$ cat config.mk
export PLATFORM = sky130hd
export DESIGN_NAME = fwp_ctrl
export DESIGN_NICKNAME = d
export VERILOG_FILES = /design/src/rtl/fwp_pkg.sv /design/src/rtl/fwp_ctrl.sv
export SDC_FILE = /design/constraint.sdc
export NUM_CORES = 1
export LEC_CHECK = 0
export ABC_AREA = 1
export BUFFER_PORTS_ARGS = -buffer_cell sky130_fd_sc_hd__buf_4
export CAP_MARGIN = 15
export CORE_ASPECT_RATIO = 1.75
export CORE_MARGIN = 3
export CORE_UTILIZATION = 35
export DETAILED_ROUTE_END_ITERATION = 10
export GPL_TIMING_DRIVEN = 0
export MAX_ROUTING_LAYER = met4
export RECOVER_POWER = 50
export SLEW_MARGIN = 40
export SYNTH_ARGS = -nofsm -noshare
export SYNTH_HDL_FRONTEND = slang
export SYNTH_SLANG_ARGS = --single-unit
export TNS_END_PERCENT = 30
$ cat constraint.sdc
create_clock -name i_clk -period 2.6 [get_ports i_clk]
set_input_delay 0.39 -clock i_clk [delete_from_list [all_inputs] [get_ports i_clk]]
set_output_delay 0.39 -clock i_clk [all_outputs]
set_load 0.02 [all_outputs]
$ cat src/rtl/fwp_pkg.sv
// package: register map, fields and types for the flash write-protect block
`default_nettype none
package fwp_pkg;
	// register offsets (byte addresses)
	localparam logic [12:0] OFF_IDX       = 13'h1020;
	localparam logic [12:0] OFF_PROT_A    = 13'h11d0;
	localparam logic [12:0] OFF_PROT_B    = 13'h11d4;
	localparam logic [12:0] OFF_PROT_C    = 13'h11d8;
	localparam logic [12:0] OFF_PROT_NM   = 13'h1210;
	localparam logic [12:0] OFF_STAT      = 13'h13d0;
	localparam logic [12:0] OFF_CMD       = 13'h1300;
	localparam logic [12:0] OFF_ADDR      = 13'h1304;
	localparam logic [12:0] OFF_STATIC_A  = 13'h1310;
	localparam logic [12:0] OFF_STATIC_B  = 13'h1314;
	localparam logic [12:0] OFF_STATIC_C  = 13'h1318;
	localparam logic [12:0] OFF_STATIC_NM = 13'h131c;
	localparam logic [12:0] OFF_STATIC_D  = 13'h1320;
	localparam logic [12:0] OFF_SWAP      = 13'h1330;
	localparam logic [12:0] OFF_ECC       = 13'h1334;
	localparam logic [12:0] OFF_PROT_D    = 13'h11dc;
	// reset values: one means protected
	localparam logic [31:0] PROT_ALL      = 32'hffffffff;
	localparam logic [31:0] ZERO_WORD     = 32'h00000000;
	// status bit positions
	localparam int ST_DONE    = 0;
	localparam int ST_PASS    = 1;
	localparam int ST_BUSY    = 2;
	localparam int ST_WEPFAIL = 4;
	// command field positions
	localparam int CMD_GO     = 0;
	localparam int CMD_ERASE  = 1;
	localparam int CMD_BANKER = 2;
	localparam int CMD_NM     = 3;
	localparam int CMD_DATA   = 4;
	localparam int CMD_BANK_L = 8;
	// address layout: sector index within the bank region
	localparam int SEC_LSB    = 10;
	localparam int SEC_W      = 9;
	localparam int GRP_LSB    = 3;
	localparam int LOW_SECS   = 32;
	localparam int B0_B_SKIP  = 4;
	localparam int OP_CYCLES  = 4;
	localparam int IDX_DONE   = 0;
	typedef struct packed {
		logic [12:0] addr;
		logic [31:0] wdata;
		logic        wr;
		logic        rd;
	} fwp_bus_t;
	typedef enum logic [1:0] {
		ST_IDLE = 2'b00,
		ST_CHECK = 2'b01,
		ST_RUN = 2'b10,
		ST_END = 2'b11
	} fwp_state_t;
endpackage : fwp_pkg
`default_nettype wire

$ cat src/rtl/fwp_ctrl.sv
// flash write-protect checker, bank-swap mapping and ecc reporting
//
// Implementation choices: strobed register access and the register offsets.
`default_nettype none
module fwp_ctrl #(
	parameter int BANK_AW = 18
) (
	input  wire logic        i_clk,
	input  wire logic        i_rst,
	input  wire logic [12:0] i_addr,
	input  wire logic [31:0] i_wdata,
	input  wire logic        i_wr,
	input  wire logic        i_rd,
	output logic      [31:0] o_rdata,
	input  wire logic        i_boot_load,
	input  wire logic        i_swap_req,
	input  wire logic [31:0] i_sys_addr,
	input  wire logic        i_ecc_sec,
	input  wire logic        i_ecc_ded,
	output logic             o_irq,
	output logic             o_sector_write,
	output logic [fwp_pkg::SEC_W-1:0] o_sector,
	output logic [31:0]      o_phys_addr,
	output logic             o_swap_done
);
	localparam int SEC_W_P = fwp_pkg::SEC_W;
	// ------------------------------------------------------------
	// bus decode
	// ------------------------------------------------------------
	fwp_pkg::fwp_bus_t bus;
	assign bus = '{addr: i_addr, wdata: i_wdata, wr: i_wr, rd: i_rd};
	wire w_prot_a  = bus.wr && bus.addr == fwp_pkg::OFF_PROT_A;
	wire w_prot_b  = bus.wr && bus.addr == fwp_pkg::OFF_PROT_B;
	wire w_prot_c  = bus.wr && bus.addr == fwp_pkg::OFF_PROT_C;
	wire w_prot_d  = bus.wr && bus.addr == fwp_pkg::OFF_PROT_D;
	wire w_prot_nm = bus.wr && bus.addr == fwp_pkg::OFF_PROT_NM;
	wire w_cmd     = bus.wr && bus.addr == fwp_pkg::OFF_CMD;
	wire w_addr    = bus.wr && bus.addr == fwp_pkg::OFF_ADDR;
	wire w_stat    = bus.wr && bus.addr == fwp_pkg::OFF_STAT;
	wire w_ecc     = bus.wr && bus.addr == fwp_pkg::OFF_ECC;
	// static words writable only while the synchronised boot window is open
	wire w_sa  = bus.wr && bus.addr == fwp_pkg::OFF_STATIC_A;
	wire w_sb  = bus.wr && bus.addr == fwp_pkg::OFF_STATIC_B;
	wire w_sc  = bus.wr && bus.addr == fwp_pkg::OFF_STATIC_C;
	wire w_sd  = bus.wr && bus.addr == fwp_pkg::OFF_STATIC_D;
	wire w_snm = bus.wr && bus.addr == fwp_pkg::OFF_STATIC_NM;

	// ------------------------------------------------------------
	// state
	// ------------------------------------------------------------
	logic [31:0] prot_a_reg, prot_b_reg, prot_c_reg, prot_d_reg, prot_nm_reg;
	logic [31:0] st_a_reg, st_b_reg, st_c_reg, st_d_reg, st_nm_reg;
	logic [31:0] cmd_reg, addr_reg, stat_reg, ecc_reg, rdata_reg;
	logic        irq_reg, swap_reg, swap_done_reg, sec_wr_reg;
	logic        boot_s1_reg, boot_s2_reg, swap_s1_reg, swap_s2_reg;
	logic        sec_s1_reg, sec_s2_reg, ded_s1_reg, ded_s2_reg;
	logic [SEC_W_P-1:0] sec_reg, last_sec_reg;
	logic [31:0] phys_reg;
	logic [2:0]  cnt_reg;
	fwp_pkg::fwp_state_t state_reg, state_next;

	// ------------------------------------------------------------
	// protection lookup
	// ------------------------------------------------------------
	// one means protected
	function automatic logic prot_bit(
		input logic [2:0] bank, input logic nm, input logic data,
		input logic [SEC_W_P-1:0] s,
		input logic [31:0] a, input logic [31:0] b, input logic [31:0] c,
		input logic [31:0] d, input logic [31:0] n);
		logic [5:0] g;
		g = 6'(s >> fwp_pkg::GRP_LSB);
		if (nm)
			return n[0];
		if (data)
			return d[s[4:0]];
		if (s[8])
			return c[g[4:0]];
		if (bank == 3'h0) begin
			if (s < 9'(fwp_pkg::LOW_SECS))
				return a[s[4:0]];
			return b[g[4:0]];
		end
		return b[g[4:0]];
	endfunction : prot_bit

	wire [2:0]  op_bank = cmd_reg[fwp_pkg::CMD_BANK_L +: 3];
	wire        op_nm   = cmd_reg[fwp_pkg::CMD_NM];
	wire        op_data = cmd_reg[fwp_pkg::CMD_DATA] && op_bank != 3'h0;
	wire        op_bank_er = cmd_reg[fwp_pkg::CMD_BANKER];
	// dynamic mask taken for addressed bank
	wire dyn_hit = prot_bit(op_bank, op_nm, op_data, sec_reg,
		prot_a_reg, prot_b_reg, prot_c_reg, prot_d_reg, prot_nm_reg);
	wire sta_hit = prot_bit(op_bank, op_nm, op_data, sec_reg,
		st_a_reg, st_b_reg, st_c_reg, st_d_reg, st_nm_reg);
	wire hit = dyn_hit | sta_hit;
	wire last_sec = op_nm || !op_bank_er || sec_reg == last_sec_reg;
	wire go = w_cmd && bus.wdata[fwp_pkg::CMD_GO] && state_reg == fwp_pkg::ST_IDLE;

	always_comb begin
		state_next = state_reg;
		case (state_reg)
			fwp_pkg::ST_IDLE:  if (go) state_next = fwp_pkg::ST_CHECK;
			fwp_pkg::ST_CHECK: state_next = fwp_pkg::ST_RUN;
			fwp_pkg::ST_RUN:   if (cnt_reg == 3'(fwp_pkg::OP_CYCLES - 1))
				state_next = last_sec ? fwp_pkg::ST_END : fwp_pkg::ST_CHECK;
			fwp_pkg::ST_END:   state_next = fwp_pkg::ST_IDLE;
			default:           state_next = fwp_pkg::ST_IDLE;
		endcase
	end

	// ------------------------------------------------------------
	// read mux
	// ------------------------------------------------------------
	logic [31:0] rmux;
	always_comb begin
		case (bus.addr)
			fwp_pkg::OFF_IDX:       rmux = ZW(stat_reg[fwp_pkg::ST_DONE]);
			fwp_pkg::OFF_PROT_A:    rmux = prot_a_reg;
			fwp_pkg::OFF_PROT_B:    rmux = prot_b_reg;
			fwp_pkg::OFF_PROT_C:    rmux = prot_c_reg;
			fwp_pkg::OFF_PROT_D:    rmux = prot_d_reg;
			fwp_pkg::OFF_PROT_NM:   rmux = prot_nm_reg;
			fwp_pkg::OFF_STAT:      rmux = stat_reg;
			fwp_pkg::OFF_CMD:       rmux = cmd_reg;
			fwp_pkg::OFF_ADDR:      rmux = addr_reg;
			fwp_pkg::OFF_STATIC_A:  rmux = st_a_reg;
			fwp_pkg::OFF_STATIC_B:  rmux = st_b_reg;
			fwp_pkg::OFF_STATIC_C:  rmux = st_c_reg;
			fwp_pkg::OFF_STATIC_D:  rmux = st_d_reg;
			fwp_pkg::OFF_STATIC_NM: rmux = st_nm_reg;
			fwp_pkg::OFF_SWAP:      rmux = {30'h0, swap_done_reg, swap_reg};
			fwp_pkg::OFF_ECC:       rmux = ecc_reg;
			default:                rmux = fwp_pkg::ZERO_WORD;
		endcase
	end
	function automatic logic [31:0] ZW(input logic b);
		return {31'h0, b};
	endfunction : ZW

	// ------------------------------------------------------------
	// swap translation
	// ------------------------------------------------------------
	// flip bank bit of main range
	wire [31:0] bank_bit = 32'h1 << BANK_AW;
	wire [31:0] phys_next = (swap_reg && i_sys_addr < (bank_bit << 1)) ? (i_sys_addr ^ bank_bit) : i_sys_addr;

	// ------------------------------------------------------------
	// registers
	// ------------------------------------------------------------
	always_ff @(posedge i_clk) begin
		// synchronisers for pin-level inputs
		boot_s1_reg <= i_boot_load;
		boot_s2_reg <= boot_s1_reg;
		swap_s1_reg <= i_swap_req;
		swap_s2_reg <= swap_s1_reg;
		sec_s1_reg  <= i_ecc_sec;
		sec_s2_reg  <= sec_s1_reg;
		ded_s1_reg  <= i_ecc_ded;
		ded_s2_reg  <= ded_s1_reg;
		phys_reg    <= phys_next;
		rdata_reg   <= bus.rd ? rmux : fwp_pkg::ZERO_WORD;
		if (i_rst) begin
			prot_a_reg <= fwp_pkg::PROT_ALL;
			prot_b_reg <= fwp_pkg::PROT_ALL;
			prot_c_reg <= fwp_pkg::PROT_ALL;
			prot_d_reg <= fwp_pkg::PROT_ALL;
			prot_nm_reg <= fwp_pkg::PROT_ALL;
			st_a_reg <= fwp_pkg::ZERO_WORD;
			st_b_reg <= fwp_pkg::ZERO_WORD;
			st_c_reg <= fwp_pkg::ZERO_WORD;
			st_d_reg <= fwp_pkg::ZERO_WORD;
			st_nm_reg <= fwp_pkg::ZERO_WORD;
			cmd_reg <= fwp_pkg::ZERO_WORD;
			addr_reg <= fwp_pkg::ZERO_WORD;
			stat_reg <= fwp_pkg::ZERO_WORD;
			ecc_reg <= fwp_pkg::ZERO_WORD;
			irq_reg <= 1'b0;
			swap_reg <= 1'b0;
			swap_done_reg <= 1'b0;
			sec_wr_reg <= 1'b0;
			sec_reg <= '0;
			last_sec_reg <= '0;
			cnt_reg <= 3'h0;
			state_reg <= fwp_pkg::ST_IDLE;
		end else begin
			state_reg <= state_next;
			if (w_prot_a) prot_a_reg <= bus.wdata;
			if (w_prot_b) prot_b_reg <= bus.wdata;
			if (w_prot_c) prot_c_reg <= bus.wdata;
			if (w_prot_d) prot_d_reg <= bus.wdata;
			if (w_prot_nm) prot_nm_reg <= bus.wdata;
			if (w_sa && boot_s2_reg) st_a_reg <= st_a_reg | bus.wdata;
			if (w_sb && boot_s2_reg) st_b_reg <= st_b_reg | bus.wdata;
			if (w_sc && boot_s2_reg) st_c_reg <= st_c_reg | bus.wdata;
			if (w_sd && boot_s2_reg) st_d_reg <= st_d_reg | bus.wdata;
			if (w_snm && boot_s2_reg) st_nm_reg <= st_nm_reg | bus.wdata;
			if (w_addr && state_reg == fwp_pkg::ST_IDLE) addr_reg <= bus.wdata;
			// sticky ecc flags, set wins over clear
			ecc_reg[0] <= sec_s2_reg | (ecc_reg[0] & ~(w_ecc & bus.wdata[0]));
			ecc_reg[1] <= ded_s2_reg | (ecc_reg[1] & ~(w_ecc & bus.wdata[1]));
			if (swap_s2_reg && !swap_reg) begin
				swap_reg <= 1'b1;
				swap_done_reg <= 1'b1;
			end
			irq_reg <= 1'b0;
			sec_wr_reg <= 1'b0;
			if (go) begin
				cmd_reg <= bus.wdata;
				sec_reg <= addr_reg[fwp_pkg::SEC_LSB +: SEC_W_P];
				last_sec_reg <= '1;
				stat_reg <= 32'h1 << fwp_pkg::ST_BUSY;
				cnt_reg <= 3'h0;
			end else if (w_stat && state_reg == fwp_pkg::ST_IDLE) begin
				stat_reg[fwp_pkg::ST_DONE] <= 1'b0;
			end
			if (state_reg == fwp_pkg::ST_CHECK) begin
				cnt_reg <= 3'h0;
				if (hit)
					stat_reg[fwp_pkg::ST_WEPFAIL] <= 1'b1;
				else
					sec_wr_reg <= 1'b1;
			end
			if (state_reg == fwp_pkg::ST_RUN) begin
				cnt_reg <= cnt_reg + 3'h1;
				if (cnt_reg == 3'(fwp_pkg::OP_CYCLES - 1) && !last_sec)
					sec_reg <= sec_reg + 9'h1;
			end
			if (state_reg == fwp_pkg::ST_END) begin
				stat_reg[fwp_pkg::ST_DONE] <= 1'b1;
				stat_reg[fwp_pkg::ST_PASS] <= ~stat_reg[fwp_pkg::ST_WEPFAIL];
				stat_reg[fwp_pkg::ST_BUSY] <= 1'b0;
				irq_reg <= 1'b1;
				prot_a_reg <= fwp_pkg::PROT_ALL;
				prot_b_reg <= fwp_pkg::PROT_ALL;
				prot_c_reg <= fwp_pkg::PROT_ALL;
				prot_d_reg <= fwp_pkg::PROT_ALL;
				prot_nm_reg <= fwp_pkg::PROT_ALL;
			end
		end
	end

	assign o_rdata        = rdata_reg;
	assign o_irq          = irq_reg;
	assign o_sector_write = sec_wr_reg;
	assign o_sector       = sec_reg;
	assign o_phys_addr    = phys_reg;
	assign o_swap_done    = swap_done_reg;
endmodule : fwp_ctrl
`default_nettype wire

==> flow_summary.yaml <==
finish:
  fillers: 6180
  drive_gt1_frac: 0.122
  areaGrowthSynthToFinish_pct: 22.2
  multiInputGateArea_sq_mm: 0.00898
  register_area_sq_mm: 0.00961
  final_nets: 3089
detailed_routing:
  wl_per_cell_um: 35.4
  via_count: 22963
  drt-total-wl_um: 135000
  drt_pass1_iterations: 6
  ant_nets: 0
  drt_iter0_markers: 2537
  routed_via_density: 6.03
  drc: 0
global_routing:
  antenna_found_initial: 3
  grt-ovfl-total: 0
  grt_util_all_layers: 0.437
  grt_pass1_vias: 22586
  grt_max_degree: 15
  grt_pass1_wl_um: 180000
yosys:
  synth_cell_type_count: 48
  avgSynthCellArea_sq_um: 7.50
  syn-instance-count: 2736
  yosysWarnings: 0
  synth_fp_nets: 2824
  synthesis.area_sq_mm: 0.0205
  seq_area_frac_synth: 0.468
  synth_seq_cells: 480
timing:
  skew_ns: 0.0274
  finalSetupViolCount: 38
  fin_crit_sh: 1.05
  fmax_ghz: 0.366
  hold_viol_final: 0
  tightest_slew_ns: 1.28
  finalMaxSlewViolations: 0
  rsz0062_at_grt: "yes"
  post-route-min-period_ns: 2.73
  fin_ws_ns: -0.130
  relSlewSlack: 0.146
power_and_ir_drop:
  leakage_uw: 0.0107
  vdd_drop_max_mv: 0.536
  p_per_area_mw_per_mm2: 634
  finalPower_uw: 15900
setup_path:
  worst-path-max-fanout: 10
  required_ns: 3.15
  worstPathArrival_ns: 3.28
  end_kind: "flip-flop"
  critPathKind: "in2reg"
  start_kind: "primary input"
run_status:
  violations: "setup timing"
  status: "complete, but fails checks"
placed_design:
  gp_congestion: 1.06
  detailed_place_hpwl_um: 99100
  port_buffers: 159
  dp_slack_ns: -1.21
clock_network:
  ctsHtreeMaxLevel: 2
  cts.sinks: 480
  path_clk_slew_ns: 0.06
  clockBufferDepth: 3
  cts_tree: "done"
  cts_buffers: 49
  clock-root-buffer: "clkbuf_16"
  insertion_delay_ns: 0.65
floorplan:
  rows: 116
  dieArea_sq_mm: 0.0617
  die_x_um: 189
  io_pins: 161
  core_sq_mm: 0.0576
  die_h_um: 326
  start_util: 0.356
hold_path:
  worstHoldPathType: "in2reg"
run:
  maxCapViolCount: 0
layer usage:
layer	global-route usage	share of wire	wire [um]
met3	0.101	0.087	11700
met4	0.435	0.13	17600
met5	-	0	0
met1	0.440	0.33	44700
met2	0.681	0.45	60800
cell type report:
class,instances,share of cell area
Sequential cell,480,0.383
Multi-Input combinational cell,1728,0.358
Timing Repair Buffer,215,0.0584
Inverter,357,0.0549
Clock buffer,60,0.0542
Buffer,170,0.0392
Tap cell,767,0.0383
Clock inverter,26,0.0132
Antenna cell,3,0.000299
power breakdown:
group / switching [uW] / internal, uW / leakage [uW]
combinational: 542 / 170 / 0.00603
sequential: 16.7 / 7390 / 0.00389
clock: 3370 / 4410 / 0.000833
total: 3930 / 12000 / 0.0107
cell usage after synthesis (all sizes together):
library cell	count	area share
clkinv	11	0.0020
nand2	606	0.11
a32o	7	0.0034
o32ai	1	0.00043
o2111ai	5	0.0021
o2111a	1	0.00055
a31oi	15	0.0046
buf	63	0.016
o22ai	75	0.023
o211ai	182	0.067
o21a	1	0.00037
nor4	21	0.0079
a311oi	4	0.0017
nor3	15	0.0047
dfxtp	480	0.47
a41oi	5	0.0021
nor4b	1	0.00043
a211oi	7	0.0026
ha	3	0.0018
o21ai	127	0.031
or2	2	0.00061
xnor2	2	0.00085
nand4	14	0.0046
xor2	6	0.0026
a21oi	291	0.072
nand3	214	0.054
nor2	93	0.019
a22o	2	0.00085
inv	346	0.063
a221oi	14	0.0060
o221ai	14	0.0060
clkbuf	108	0.020
worst max-delay path, stage by stage:
cell	delay (ns)
clkbuf_4	0.11
nor2_1	0.20
nand3_1	0.31
nor2_4	0.39
nand2_1	0.43
nand4_1	0.25
nor4_1	0.10
nor2_4	0.46
inv_2	0.20
buf_6	0.25
nor2_1	0.18
timing repair:
action	4_1_cts	5_1_grt
pin swaps	5	3
setup buffers	9	7
gates resized for setup	91	41
endpoints found under the hold margin	36	0
endpoints found under the setup margin	127	116
gates cloned	0	0
hold buffers	36	0
final timing paths:
check,from,to,slack [ns],depth (start not counted)
worst min register to register,swap_s1_reg,swap_s2_reg,0.33,0
worst min-delay path,i_wdata[30],prot_a_reg[30],0.04,3
worst max register to register,o_sector[1],stat_reg[4],-0.11,15
worst max-delay path,i_addr[1],o_rdata[8],-0.13,11
kinds of logic after synthesis:
logic type / share of synthesized area
compound gates: 0.223
flops: 0.468
buf+inv: 0.101
simple gates: 0.203
fa+ha+maj: 0.00183
xor+xnor: 0.00341
layout by cell type (no fill, tap or decap), types with 5 or more instances in the layout:
cell           synthesis  routed
buf_4                  6      82
inv_2                  7       6
a211oi_1               7       7
xor2_1                 6       6
o21ai_0              123     122
a221oi_1              14      14
clkbuf_4               0      41
clkbuf_2               0      39
nand3_2                1       7
o2111ai_1              5       5
nand2_2                1       7
nor4_1                19      18
a31oi_1               15      14
clkbuf_1             108     133
nor2_1                83      78
inv_1                339     335
buf_6                  2      11
a41oi_1                5       5
nand4_1               13      13
nor2_2                 5       5
buf_2                 41      35
nor3_1                12      10
clkbuf_8               0      10
nand2_1              604     598
nor2_4                 5      10
dfxtp_1              480     478
bufinv_16              0       7
a32o_1                 7       7
dlygate4sd3_1          0      36
nand3_1              210     204
o211ai_1             182     182
clkinvlp_4             0       8
clkinv_4               0       6
a21oi_1              288     287
clkinv_2               0      14
o221ai_1              14      14
clkbuf_16              0      51
o22ai_1               75      75
o21ai_1                4       5
stage by stage:
stage / hold WS, ns / util / cells / area [sq um] / TNS [ns]
final: 0.0397 / 0.435 / 3806 / 25100 / -2.24
after global routing: 0.0448 / 0.435 / 3806 / 25100 / -1.62
after CTS: 0.0337 / 0.438 / 3797 / 25200 / -0.164
after detailed placement: 0.318 / 0.396 / 3666 / 22800 / -218.24
after global placement: 0.313 / 0.394 / 3662 / 22700 / -251.45
after floorplan: 0.310 / - / 2736 / 20500 / 0
(Power assumes the default switching activity.)
